$ cat config.mk
export PLATFORM = sky130hd
export DESIGN_NAME = ppec_core
export DESIGN_NICKNAME = d
export VERILOG_FILES = /design/src/design/ppec_pkg.sv /design/src/design/ppec_parity.sv /design/src/design/ppec_core.sv
export SDC_FILE = /design/constraint.sdc
export NUM_CORES = 1
export LEC_CHECK = 0
export BUFFER_PORTS_ARGS = -buffer_cell sky130_fd_sc_hd__buf_2
export CAP_MARGIN = 20
export CORE_ASPECT_RATIO = 0.7
export CORE_UTILIZATION = 46
export CTS_CLUSTER_SIZE = 25
export DETAILED_ROUTE_END_ITERATION = 10
export PLACE_DENSITY = 0.75
export SETUP_SLACK_MARGIN = 0.15
export SYNTH_ARGS = -nofsm -noshare
export SYNTH_HDL_FRONTEND = slang
export SYNTH_HIERARCHICAL = 1
export SYNTH_SLANG_ARGS = --single-unit
$ cat constraint.sdc
create_clock -name i_mclk -period 1.7 [get_ports i_mclk]
set_input_delay 0.17 -clock i_mclk [delete_from_list [all_inputs] [get_ports i_mclk]]
set_output_delay 0.17 -clock i_mclk [all_outputs]
set_load 0.02 [all_outputs]
$ cat src/design/ppec_pkg.sv
// Constants for the bus parity, error and reset control block.
// Assumes one 200 MHz clock and an asynchronous active-low reset.
package ppec_pkg;
	// --------------------------------------------------------------
	// Register offsets
	// --------------------------------------------------------------
	localparam logic [7:0] PPEC_OFS_CTRL = 8'h00;
	localparam logic [7:0] PPEC_OFS_INT_STATUS = 8'h04;
	localparam logic [7:0] PPEC_OFS_INT_MASK = 8'h08;
	localparam logic [7:0] PPEC_OFS_CFG_CS = 8'h0C;
	localparam logic [7:0] PPEC_OFS_STATE = 8'h10;
	// --------------------------------------------------------------
	// Field positions
	// --------------------------------------------------------------
	localparam int PPEC_CTRL_SWRST = 0;
	localparam int PPEC_CTRL_ROM_CS = 1;
	localparam int PPEC_CTRL_BOOT_CE = 2;
	localparam int PPEC_IS_SYS_ERR = 13;
	localparam int PPEC_IS_APE = 14;
	localparam int PPEC_IS_STOP = 15;
	localparam int PPEC_CS_SERR_EN = 8;
	localparam int PPEC_CS_DPR = 24;
	localparam int PPEC_CS_SSE = 30;
	localparam int PPEC_CS_DPE = 31;
	// --------------------------------------------------------------
	// Reset values and masks
	// --------------------------------------------------------------
	localparam logic [31:0] PPEC_RST_CTRL = 32'h0000_0000;
	localparam logic [31:0] PPEC_RST_MASK = 32'h0000_0000;
	localparam logic [31:0] PPEC_RST_CFG = 32'h0000_0000;
	localparam logic [31:0] PPEC_IS_W1C = 32'h0000_E000;
	localparam logic [31:0] PPEC_CS_W1C = 32'hC100_0000;
	// --------------------------------------------------------------
	// Timing
	// --------------------------------------------------------------
	localparam int PPEC_SERR_DELAY = 2;
	localparam int PPEC_RST_MIN_EDGES = 10;
	// --------------------------------------------------------------
	// Target stop outcomes
	// --------------------------------------------------------------
	typedef enum logic [1:0] {
		PPEC_STOP_NONE,
		PPEC_STOP_DISCONNECT,
		PPEC_STOP_RETRY,
		PPEC_STOP_ABORT
	} ppec_stop_t;
endpackage : ppec_pkg

$ cat src/design/ppec_parity.sv
// Even parity over the 32 address/data and 4 command/enable lines.
// Assumes inputs are synchronous to i_mclk; result registered one cycle later.
`timescale 1ns/1ps
module ppec_parity
	import ppec_pkg::*;
(
	// Clock and reset
	input wire logic i_mclk,
	input wire logic i_arst_n,
	// Lines covered
	input wire logic [31:0] i_ad,
	input wire logic [3:0] i_cbe_n,
	// Parity of the previous cycle
	output logic o_par
);
	// All lines count, meaningful or not, so the bit follows the bus blindly
	always_ff @(posedge i_mclk or negedge i_arst_n) begin
		if (!i_arst_n) begin
			o_par <= 1'b0;
		end else begin
			o_par <= ^{i_ad, i_cbe_n};
		end
	end
endmodule : ppec_parity

$ cat src/design/ppec_core.sv
// Bus parity, error report, mode strap and reset control.
// Assumes the bus pins are synchronous to i_mclk and a simple register port.
//
// The register addresses and the plain strobed port were left to the implementer.
`timescale 1ns/1ps
module ppec_core
	import ppec_pkg::*;
(
	// Clock and reset
	input wire logic i_mclk,
	input wire logic i_arst_n,
	// Register port
	input wire logic [7:0] i_addr,
	input wire logic [31:0] i_wdata,
	input wire logic i_wr,
	input wire logic i_rd,
	output logic [31:0] o_rdata,
	// Bus lines observed
	input wire logic [31:0] i_ad,
	input wire logic [3:0] i_cbe_n,
	input wire logic i_par,
	input wire logic i_addr_phase,
	input wire logic i_data_phase,
	input wire logic i_master,
	input wire logic i_is_read,
	input wire logic i_burst_end,
	input wire logic i_stop_n,
	input wire logic i_trdy_n,
	input wire logic i_devsel_n,
	// Master engine handshake
	input wire logic i_need_bus,
	input wire logic i_rom_busy,
	output logic o_halted,
	output ppec_stop_t o_stop_kind,
	// Parity pin
	output logic o_par,
	output logic o_par_oe,
	// Error pins, open drain
	output logic o_perr_n,
	output logic o_perr_oe,
	output logic o_serr_oe,
	// Request and chip selects
	output logic o_req_n,
	output logic o_req_oe,
	output logic o_srom_cs,
	output logic o_srom_cs_oe,
	// Mode strap / boot enable pin
	input wire logic i_mode_strap,
	output logic o_boot_rom_chip_enable_n,
	output logic o_boot_oe,
	output logic o_mode,
	// Interrupt, open drain
	output logic o_int_oe
);
	// --------------------------------------------------------------
	// State
	// --------------------------------------------------------------
	typedef enum logic [1:0] {
		PPEC_RUN,
		PPEC_FINISH,
		PPEC_HALT
	} ppec_run_t;

	ppec_run_t run_state;
	logic [31:0] ctrl;
	logic [31:0] int_status;
	logic [31:0] int_mask;
	logic [31:0] cfg_cs;
	logic mode;
	logic strap_pending;
	logic par_phase_q;
	logic par_master_q;
	logic par_read_q;
	logic par_addr_q;
	logic [31:0] ad_q;
	logic [3:0] cbe_q;
	logic data_perr;
	logic addr_perr;
	logic master_perr;
	logic serr_pipe;
	logic perr_hold;
	logic drive_q;
	logic bus_live;
	logic stop_ev;
	logic wr_ctrl;
	logic wr_is;
	logic wr_mask;
	logic wr_cs;
	logic next_swrst;

	// Decode one register offset
	function automatic logic ppec_hit(input logic [7:0] a, input logic [7:0] ofs);
		ppec_hit = (a == ofs);
	endfunction : ppec_hit

	assign wr_ctrl = i_wr && ppec_hit(i_addr, PPEC_OFS_CTRL);
	assign wr_is = i_wr && ppec_hit(i_addr, PPEC_OFS_INT_STATUS);
	assign wr_mask = i_wr && ppec_hit(i_addr, PPEC_OFS_INT_MASK);
	assign wr_cs = i_wr && ppec_hit(i_addr, PPEC_OFS_CFG_CS);
	assign next_swrst = wr_ctrl && i_wdata[PPEC_CTRL_SWRST];

	// --------------------------------------------------------------
	// Parity generation
	// --------------------------------------------------------------
	ppec_parity u_parity (
		.i_mclk(i_mclk),
		.i_arst_n(i_arst_n),
		.i_ad(i_ad),
		.i_cbe_n(i_cbe_n),
		.o_par(o_par)
	);

	// Parity pin driven the cycle after a phase we drive; floats in reset
	always_ff @(posedge i_mclk or negedge i_arst_n) begin
		if (!i_arst_n) begin
			drive_q <= 1'b0;
		end else begin
			// Master drives address; data goes the way of the transfer
			drive_q <= (i_addr_phase && i_master)
				|| (i_data_phase && (i_master != i_is_read));
		end
	end
	assign o_par_oe = drive_q;

	// --------------------------------------------------------------
	// Parity check: register phase, compare with par arriving next cycle
	// --------------------------------------------------------------
	always_ff @(posedge i_mclk or negedge i_arst_n) begin
		if (!i_arst_n) begin
			ad_q <= 32'h0000_0000;
			cbe_q <= 4'h0;
			par_phase_q <= 1'b0;
			par_addr_q <= 1'b0;
			par_master_q <= 1'b0;
			par_read_q <= 1'b0;
		end else begin
			ad_q <= i_ad;
			cbe_q <= i_cbe_n;
			par_phase_q <= i_data_phase;
			par_addr_q <= i_addr_phase && !i_master;
			par_master_q <= i_master;
			par_read_q <= i_is_read;
		end
	end

	// Only master reads and target writes check data parity
	assign data_perr = par_phase_q && (par_master_q == par_read_q)
		&& ((^{ad_q, cbe_q}) != i_par);
	assign master_perr = data_perr && par_master_q;
	assign addr_perr = par_addr_q && ((^{ad_q, cbe_q}) != i_par);

	// Data parity error pin pulses for one cycle
	always_ff @(posedge i_mclk or negedge i_arst_n) begin
		if (!i_arst_n) begin
			perr_hold <= 1'b0;
		end else begin
			perr_hold <= data_perr;
		end
	end
	assign o_perr_n = !perr_hold;
	assign o_perr_oe = perr_hold;

	// System error: address in cycle 0, check in 1, pin in 2
	always_ff @(posedge i_mclk or negedge i_arst_n) begin
		if (!i_arst_n) begin
			serr_pipe <= 1'b0;
		end else begin
			serr_pipe <= addr_perr && cfg_cs[PPEC_CS_SERR_EN];
		end
	end
	assign o_serr_oe = serr_pipe;

	// --------------------------------------------------------------
	// Run state: finish burst then halt until system error cleared
	// --------------------------------------------------------------
	always_ff @(posedge i_mclk or negedge i_arst_n) begin
		if (!i_arst_n) begin
			run_state <= PPEC_RUN;
		end else if (next_swrst) begin
			run_state <= PPEC_RUN;
		end else begin
			case (run_state)
				PPEC_RUN: begin
					if (master_perr) begin
						run_state <= i_burst_end ? PPEC_HALT : PPEC_FINISH;
					end
				end
				PPEC_FINISH: begin
					if (i_burst_end) begin
						run_state <= PPEC_HALT;
					end
				end
				PPEC_HALT: begin
					if (!int_status[PPEC_IS_SYS_ERR]) begin
						run_state <= PPEC_RUN;
					end
				end
				default: begin
					run_state <= PPEC_RUN;
				end
			endcase
		end
	end
	assign o_halted = (run_state == PPEC_HALT);

	// --------------------------------------------------------------
	// Bus request
	// --------------------------------------------------------------
	assign o_req_n = !(i_need_bus && (run_state == PPEC_RUN));
	// Request and serial ROM select pins float through reset, come alive on the first edge after it
	always_ff @(posedge i_mclk or negedge i_arst_n) begin
		if (!i_arst_n) begin
			bus_live <= 1'b0;
		end else begin
			bus_live <= 1'b1;
		end
	end
	assign o_req_oe = bus_live;

	// Target stop classification
	always_comb begin
		o_stop_kind = PPEC_STOP_NONE;
		if (i_master && !i_stop_n) begin
			if (i_devsel_n) begin
				o_stop_kind = PPEC_STOP_ABORT;
			end else if (i_trdy_n) begin
				o_stop_kind = PPEC_STOP_RETRY;
			end else begin
				o_stop_kind = PPEC_STOP_DISCONNECT;
			end
		end
	end
	assign stop_ev = (o_stop_kind == PPEC_STOP_ABORT);

	// --------------------------------------------------------------
	// Registers
	// --------------------------------------------------------------
	// Control register; soft reset bit self-clears
	always_ff @(posedge i_mclk or negedge i_arst_n) begin
		if (!i_arst_n) begin
			ctrl <= PPEC_RST_CTRL;
		end else if (wr_ctrl) begin
			ctrl <= {i_wdata[31:1], 1'b0};
		end
	end

	// Status bits: the set wins over a write-one clear
	always_ff @(posedge i_mclk or negedge i_arst_n) begin
		if (!i_arst_n) begin
			int_status <= 32'h0000_0000;
		end else begin
			int_status <= (int_status & ~(wr_is ? (i_wdata & PPEC_IS_W1C) : 32'h0))
				| ({31'h0, master_perr} << PPEC_IS_SYS_ERR)
				| ({31'h0, addr_perr} << PPEC_IS_APE)
				| ({31'h0, stop_ev} << PPEC_IS_STOP);
		end
	end

	always_ff @(posedge i_mclk or negedge i_arst_n) begin
		if (!i_arst_n) begin
			int_mask <= PPEC_RST_MASK;
		end else if (wr_mask) begin
			int_mask <= i_wdata & PPEC_IS_W1C;
		end
	end

	// Command/status: enable writable, error bits sticky and write-one clear
	always_ff @(posedge i_mclk or negedge i_arst_n) begin
		if (!i_arst_n) begin
			cfg_cs <= PPEC_RST_CFG;
		end else begin
			if (wr_cs) begin
				cfg_cs[PPEC_CS_SERR_EN] <= i_wdata[PPEC_CS_SERR_EN];
			end
			cfg_cs[PPEC_CS_DPR] <= master_perr
				|| (cfg_cs[PPEC_CS_DPR] && !(wr_cs && i_wdata[PPEC_CS_DPR]));
			cfg_cs[PPEC_CS_DPE] <= master_perr
				|| (cfg_cs[PPEC_CS_DPE] && !(wr_cs && i_wdata[PPEC_CS_DPE]));
			cfg_cs[PPEC_CS_SSE] <= (addr_perr && cfg_cs[PPEC_CS_SERR_EN])
				|| (cfg_cs[PPEC_CS_SSE] && !(wr_cs && i_wdata[PPEC_CS_SSE]));
		end
	end

	assign o_int_oe = |(int_status & int_mask);

	// Read data one cycle after the strobe; unmapped reads zero
	always_ff @(posedge i_mclk or negedge i_arst_n) begin
		if (!i_arst_n) begin
			o_rdata <= 32'h0000_0000;
		end else if (i_rd) begin
			case (i_addr)
				PPEC_OFS_CTRL: o_rdata <= ctrl;
				PPEC_OFS_INT_STATUS: o_rdata <= int_status;
				PPEC_OFS_INT_MASK: o_rdata <= int_mask;
				PPEC_OFS_CFG_CS: o_rdata <= cfg_cs & (PPEC_CS_W1C | 32'h0000_0100);
				PPEC_OFS_STATE: o_rdata <= {30'h0, o_halted, mode};
				default: o_rdata <= 32'h0000_0000;
			endcase
		end else begin
			o_rdata <= 32'h0000_0000;
		end
	end

	// --------------------------------------------------------------
	// Mode strap: sampled the first cycle after any reset
	// --------------------------------------------------------------
	always_ff @(posedge i_mclk or negedge i_arst_n) begin
		if (!i_arst_n) begin
			strap_pending <= 1'b1;
			mode <= 1'b1;
		end else begin
			strap_pending <= next_swrst;
			if (strap_pending) begin
				mode <= i_mode_strap;
			end
		end
	end
	assign o_mode = mode;
	// Pin stays an input while the strap is being read
	assign o_boot_oe = mode && !strap_pending;
	assign o_boot_rom_chip_enable_n = !ctrl[PPEC_CTRL_BOOT_CE];
	assign o_srom_cs = i_rom_busy || ctrl[PPEC_CTRL_ROM_CS];
	assign o_srom_cs_oe = bus_live;

	// --------------------------------------------------------------
	// Assertions
	// --------------------------------------------------------------
	property p_serr_two;
		@(posedge i_mclk) disable iff (!i_arst_n)
		(i_addr_phase && !i_master && cfg_cs[PPEC_CS_SERR_EN]) ##1 (i_par != ^{ad_q, cbe_q})
			|-> ##1 o_serr_oe;
	endproperty
	a_serr_two: assert property (p_serr_two) else $error("serr late");

	property p_sse_set;
		@(posedge i_mclk) disable iff (!i_arst_n)
		o_serr_oe |-> cfg_cs[PPEC_CS_SSE];
	endproperty
	a_sse_set: assert property (p_sse_set) else $error("sse missing");

	property p_perr_pulse;
		@(posedge i_mclk) disable iff (!i_arst_n)
		data_perr |=> (o_perr_oe && !o_perr_n);
	endproperty
	a_perr_pulse: assert property (p_perr_pulse) else $error("perr missing");

	property p_master_status;
		@(posedge i_mclk) disable iff (!i_arst_n)
		master_perr |=> (int_status[PPEC_IS_SYS_ERR] && cfg_cs[PPEC_CS_DPE] && cfg_cs[PPEC_CS_DPR]);
	endproperty
	a_master_status: assert property (p_master_status) else $error("status missing");

	property p_halt_held;
		@(posedge i_mclk) disable iff (!i_arst_n)
		(o_halted && int_status[PPEC_IS_SYS_ERR] && !next_swrst) |=> o_halted;
	endproperty
	a_halt_held: assert property (p_halt_held) else $error("left halt early");

	property p_req;
		@(posedge i_mclk) disable iff (!i_arst_n)
		(i_need_bus && run_state == PPEC_RUN) |-> !o_req_n;
	endproperty
	a_req: assert property (p_req) else $error("no request");

	property p_sticky;
		@(posedge i_mclk) disable iff (!i_arst_n)
		(cfg_cs[PPEC_CS_DPE] && !wr_cs) |=> cfg_cs[PPEC_CS_DPE];
	endproperty
	a_sticky: assert property (p_sticky) else $error("dpe lost");

	property p_strap;
		@(posedge i_mclk) disable iff (!i_arst_n)
		(strap_pending && i_arst_n) |=> (mode == $past(i_mode_strap));
	endproperty
	a_strap: assert property (p_strap) else $error("strap not taken");

	property p_parity;
		@(posedge i_mclk) disable iff (!i_arst_n)
		i_arst_n |=> (o_par == ^{$past(i_ad), $past(i_cbe_n)});
	endproperty
	a_parity: assert property (p_parity) else $error("parity wrong");
endmodule : ppec_core

==> flow_results.org <==
** Synth
- Synthesis produced a netlist whose cell count is 343.
- Area contributors post-synth :: sky130_fd_sc_hd__dfrtp_1 (63%), sky130_fd_sc_hd__xnor2_1 (9.9%), sky130_fd_sc_hd__mux2_2 (8.0%)
- Netlist cell types :: 39
- Cell with the most instances after synthesis :: sky130_fd_sc_hd__dfrtp_1
- In this run, synthesis produced a sequential element count of 122.
- Dominant combinational cell family by area after synthesis :: XOR/XNOR gates
- Syn Area/Cell :: 14.0 um2
- Yosys printed 6 warnings.
- Of the total synthesized cell area, the portion taken by XOR and XNOR cells is 13.7%.
- Number of nets produced by synthesis :: 435
- sky130_fd_sc_hd__dfrtp_1 takes more of the synthesized area than any other cell.
- Of the total synthesized cell area, the portion taken by full adders, half adders and majority gates is 0%.
- Counting instances in the post-synthesis netlist gives the leading cell types as sky130_fd_sc_hd__dfrtp_1 (120), sky130_fd_sc_hd__xnor2_1 (54), sky130_fd_sc_hd__mux2_2 (34).
- The most used flip-flop cell after synthesis is sky130_fd_sc_hd__dfrtp_1.
- After synthesis, the share of flip-flops with an asynchronous set or reset is 100%.
- Synth top area share :: 62.6%
- Summing the sequential cell areas from Yosys gives 63.7% of the chip area.
- After Yosys synthesis, and, or, nand and nor cells account for 9.15% of the synthesized area.
- EDFF count, synth :: 0
- Area fraction in compound gates after synthesis :: 3.28%
- The mapped netlist covers 4800 um2.
- Of the post-synthesis cell area, the part taken by muxes is 9.02%.

** Floorplan
- Initial Util :: 48.4%
- Standard-cell rows :: 30
- Width of the die :: 124 um
- The floorplan step defined a die boundary enclosing 10900 um2.
- Placeable Area :: 9910 um2
- From bottom edge to top edge, the die measures 87.5 um.
- 140 I/O pins were placed.

** Global routing
- Wire length of the first global-routing pass :: 18.1 mm
- The total overflow left after global routing is 0.
- Global routing used 23.0% of the available tracks across all layers.
- The via count of the first global-routing pass is 3656.
- Entering global routing, the biggest net connects 52 pins.
- Antenna violations before repair :: 0

** Clock network
- Skew-Pair Late Insertion Delay :: 0.40 ns
- H-tree lvl count :: 4
- The number of clock buffers added by TritonCTS is 17.
- Clock slew at the register clock pins of the worst setup and hold paths :: 0.05 ns
- TritonCTS built the clock tree.
- The longest clock path from root to sink contains 2 buffers.
- The clock drives 122 sinks.
- Cell at the root of the clock tree :: sky130_fd_sc_hd__clkbuf_16

** Critical path
- The critical path in this run is classified as reg2reg.
- STA classifies the critical path endpoint as a register.
- Worst reg-to-reg path cell count :: 6
- Tracing the worst setup path back leads to its startpoint at ad_q[10].
- Along the worst path, the maximum fanout reaches 4.
- The slowest stage of the critical path belongs to the cell sky130_fd_sc_hd__xnor3_2.
- Cell-by-cell trace of the critical path :: xor2_2 -> xnor2_2 -> xnor2_1 -> xnor3_2 -> and3_1 -> or3_1
- Worst reg2reg startpoint :: ad_q[10]
- The largest single stage delay on the critical path is 0.53 ns.
- STA puts the critical path data required time at 1.97 ns.
- Data on the critical path arrives at its endpoint at 2.34 ns.
- The worst setup path is launched from a register.

** Layout
- Cells with a size suffix above 1 make up 40.0% of the layout.
- After filler insertion, the fill cell instance count of the layout stands at 666.
- Area grow syn2layout :: 49.8%
- After the last flow step, the layout net total stands at 664.
- 0 antenna diodes ended up in the layout.

** Route
- DRT iter0 DRCs :: 172
- Number of nets still failing antenna checks after routing :: 0
- The first TritonRoute pass finished after 4 iterations.
- Dividing the detail-routed wire length by the instance count gives 16.2 um.
- Using the TritonRoute via totals, the vias-per-cell ratio works out to 4.75.
- Post-route DRC :: 0
- The routed layout has 3387 vias.
- Total wirelength of the detailed-routed design :: 11.6 mm

** Worst hold path
- The startpoint identified for the worst hold timing path is i_wdata[24].
- Hold depth :: 2
- The min-delay analysis places its worst path in the category in2reg.

** Placed design
- Last weighted congestion value of the routability-driven placer :: 0.816
- The HPWL after detailed placement is 7.36 mm.
- Worst slack after detailed placement :: -0.372 ns
- Total of buffers placed on input and output ports :: 139

** Timing
- Clock skew on the completed layout was measured at 0.00592 ns.
- The smallest clock period supported by the final layout is computed as 2.07 ns.
- Of the available clock period, the critical path in the final layout requires 122%.
- The number of max-slew violations in the final report was 0.
- In the final timing run, aggregate negative setup slack is -2.52 ns.
- Setup violations remaining at the end of the flow were counted as 9.
- Unrepaired setup endpoints after global routing :: yes
- The total count of hold-check failures in the final report was 0.
- Hold is met by 0.0172 ns.
- Timing would allow up to 484 MHz.
- Final WS setup :: -0.366 ns

** Power and ir drop
- Leak :: 3.58 nW
- Power per cell area :: 1120 nW/um2
- Across the VDD grid, the largest voltage drop is 774 uV.

** Flow run
- Across the run, the number of max-cap violations was 0.

** Outcome
- Run status :: finished, violations left
- Violations in the final reports :: negative setup slack
[worst paths after layout]
| path | end | slack (ns) |
|---|---|---|
| setup / recovery | run_state[1] | -0.37 |
| hold / removal | ctrl[24] | 0.02 |
| setup reg to reg | run_state[1] | -0.37 |
| hold reg to reg | o_rdata[23] | 0.47 |
| max in group asynchronous | strap_pending | 0.92 |
| min in group asynchronous | ad_q[13] | 0.20 |
[sequential cells by signal, indices dropped and copies added, names as in the netlist, 2 cells and up]
name        count
ad_q           32
cfg_cs          4
cbe_q           4
o_rdata        32
run_state       2
int_mask        3
ctrl           31
int_status      3
[worst max-delay path, delay by kind of cell, from the launching register on]
family        cells  cell delay (ns)
xor+xnor          4             1.04
simple gates      2             0.51
flops             1             0.39
[logic make-up (layout without fill, tap and decap cells)]
logic type      after synthesis  after routing
compound gates               23             23
simple gates                 79             79
xor+xnor                     67             67
buf+inv                      12            254
flops                       122            122
mux                          39             39
other cells                   1              1
[through the flow]
stage / util (%) / power (mW) / cell area (um2) / std cells
2_1_floorplan: - / 4.00 / 4950 / 343
3_3_place_gp: 59.3 / 4.40 / 5870 / 614
3_5_place_dp: 59.3 / 4.43 / 5870 / 614
4_1_cts: 71.8 / 8.02 / 7110 / 712
5_1_grt: 72.5 / 8.40 / 7190 / 713
6_report: 72.5 / 8.06 / 7190 / 713
[layout by cell type (no fill, tap or decap), types with 5 or more instances in the layout]
cell type / Yosys / final
sky130_fd_sc_hd__and2_1: 23 / 23
sky130_fd_sc_hd__a22oi_1: 5 / 5
sky130_fd_sc_hd__clkbuf_16: 0 / 17
sky130_fd_sc_hd__and3_1: 7 / 6
sky130_fd_sc_hd__dlygate4sd3_1: 0 / 63
sky130_fd_sc_hd__xor2_1: 8 / 6
sky130_fd_sc_hd__buf_2: 4 / 135
sky130_fd_sc_hd__mux2_4: 0 / 29
sky130_fd_sc_hd__xnor2_2: 0 / 5
sky130_fd_sc_hd__mux2_2: 34 / 5
sky130_fd_sc_hd__a21oi_1: 6 / 6
sky130_fd_sc_hd__buf_4: 1 / 13
sky130_fd_sc_hd__nand2_1: 11 / 11
sky130_fd_sc_hd__xnor2_1: 54 / 49
sky130_fd_sc_hd__nor2_1: 17 / 17
sky130_fd_sc_hd__nor2b_1: 7 / 5
sky130_fd_sc_hd__dfrtp_1: 120 / 120
sky130_fd_sc_hd__clkinv_2: 0 / 5
[where the power goes]
part	internal [mW]	switching, mW	total (mW)
registers	3.06	0.0925	3.15
clock network	2.26	1.20	3.46
logic	0.771	0.682	1.45
[layer usage]
metal / track usage [%] / up-vias / wire length [um]
li1: - / 1599 / -
met5: 0 / - / 0
met3: 7.00 / 14 / 615
met4: 7.79 / 0 / 178
met2: 36.6 / 112 / 5570
met1: 30.1 / 1662 / 5220
[area by class of cell]
| cell class | count | area (um2) | share of cell area (%) |
|---|---|---|---|
| multi-input cells | 209 | 1870 | 26.0 |
| well taps | 128 | 160 | 2.23 |
| inverters | 4 | 15.0 | 0.209 |
| clock inverters | 8 | 92.6 | 1.29 |
| flip-flops and latches | 122 | 3060 | 42.5 |
| repair buffers | 218 | 1520 | 21.1 |
| clock buffers | 24 | 482 | 6.70 |
[timing repair]
action,4_1_cts,5_1_grt
endpoints found under the hold margin,183,0
pin swaps,1,8
buffers inserted,3,1
hold buffers,63,0
endpoints found under the setup margin,10,13
resized for setup,3,12
No activity file was read; power rests on OpenSTA's default activity.
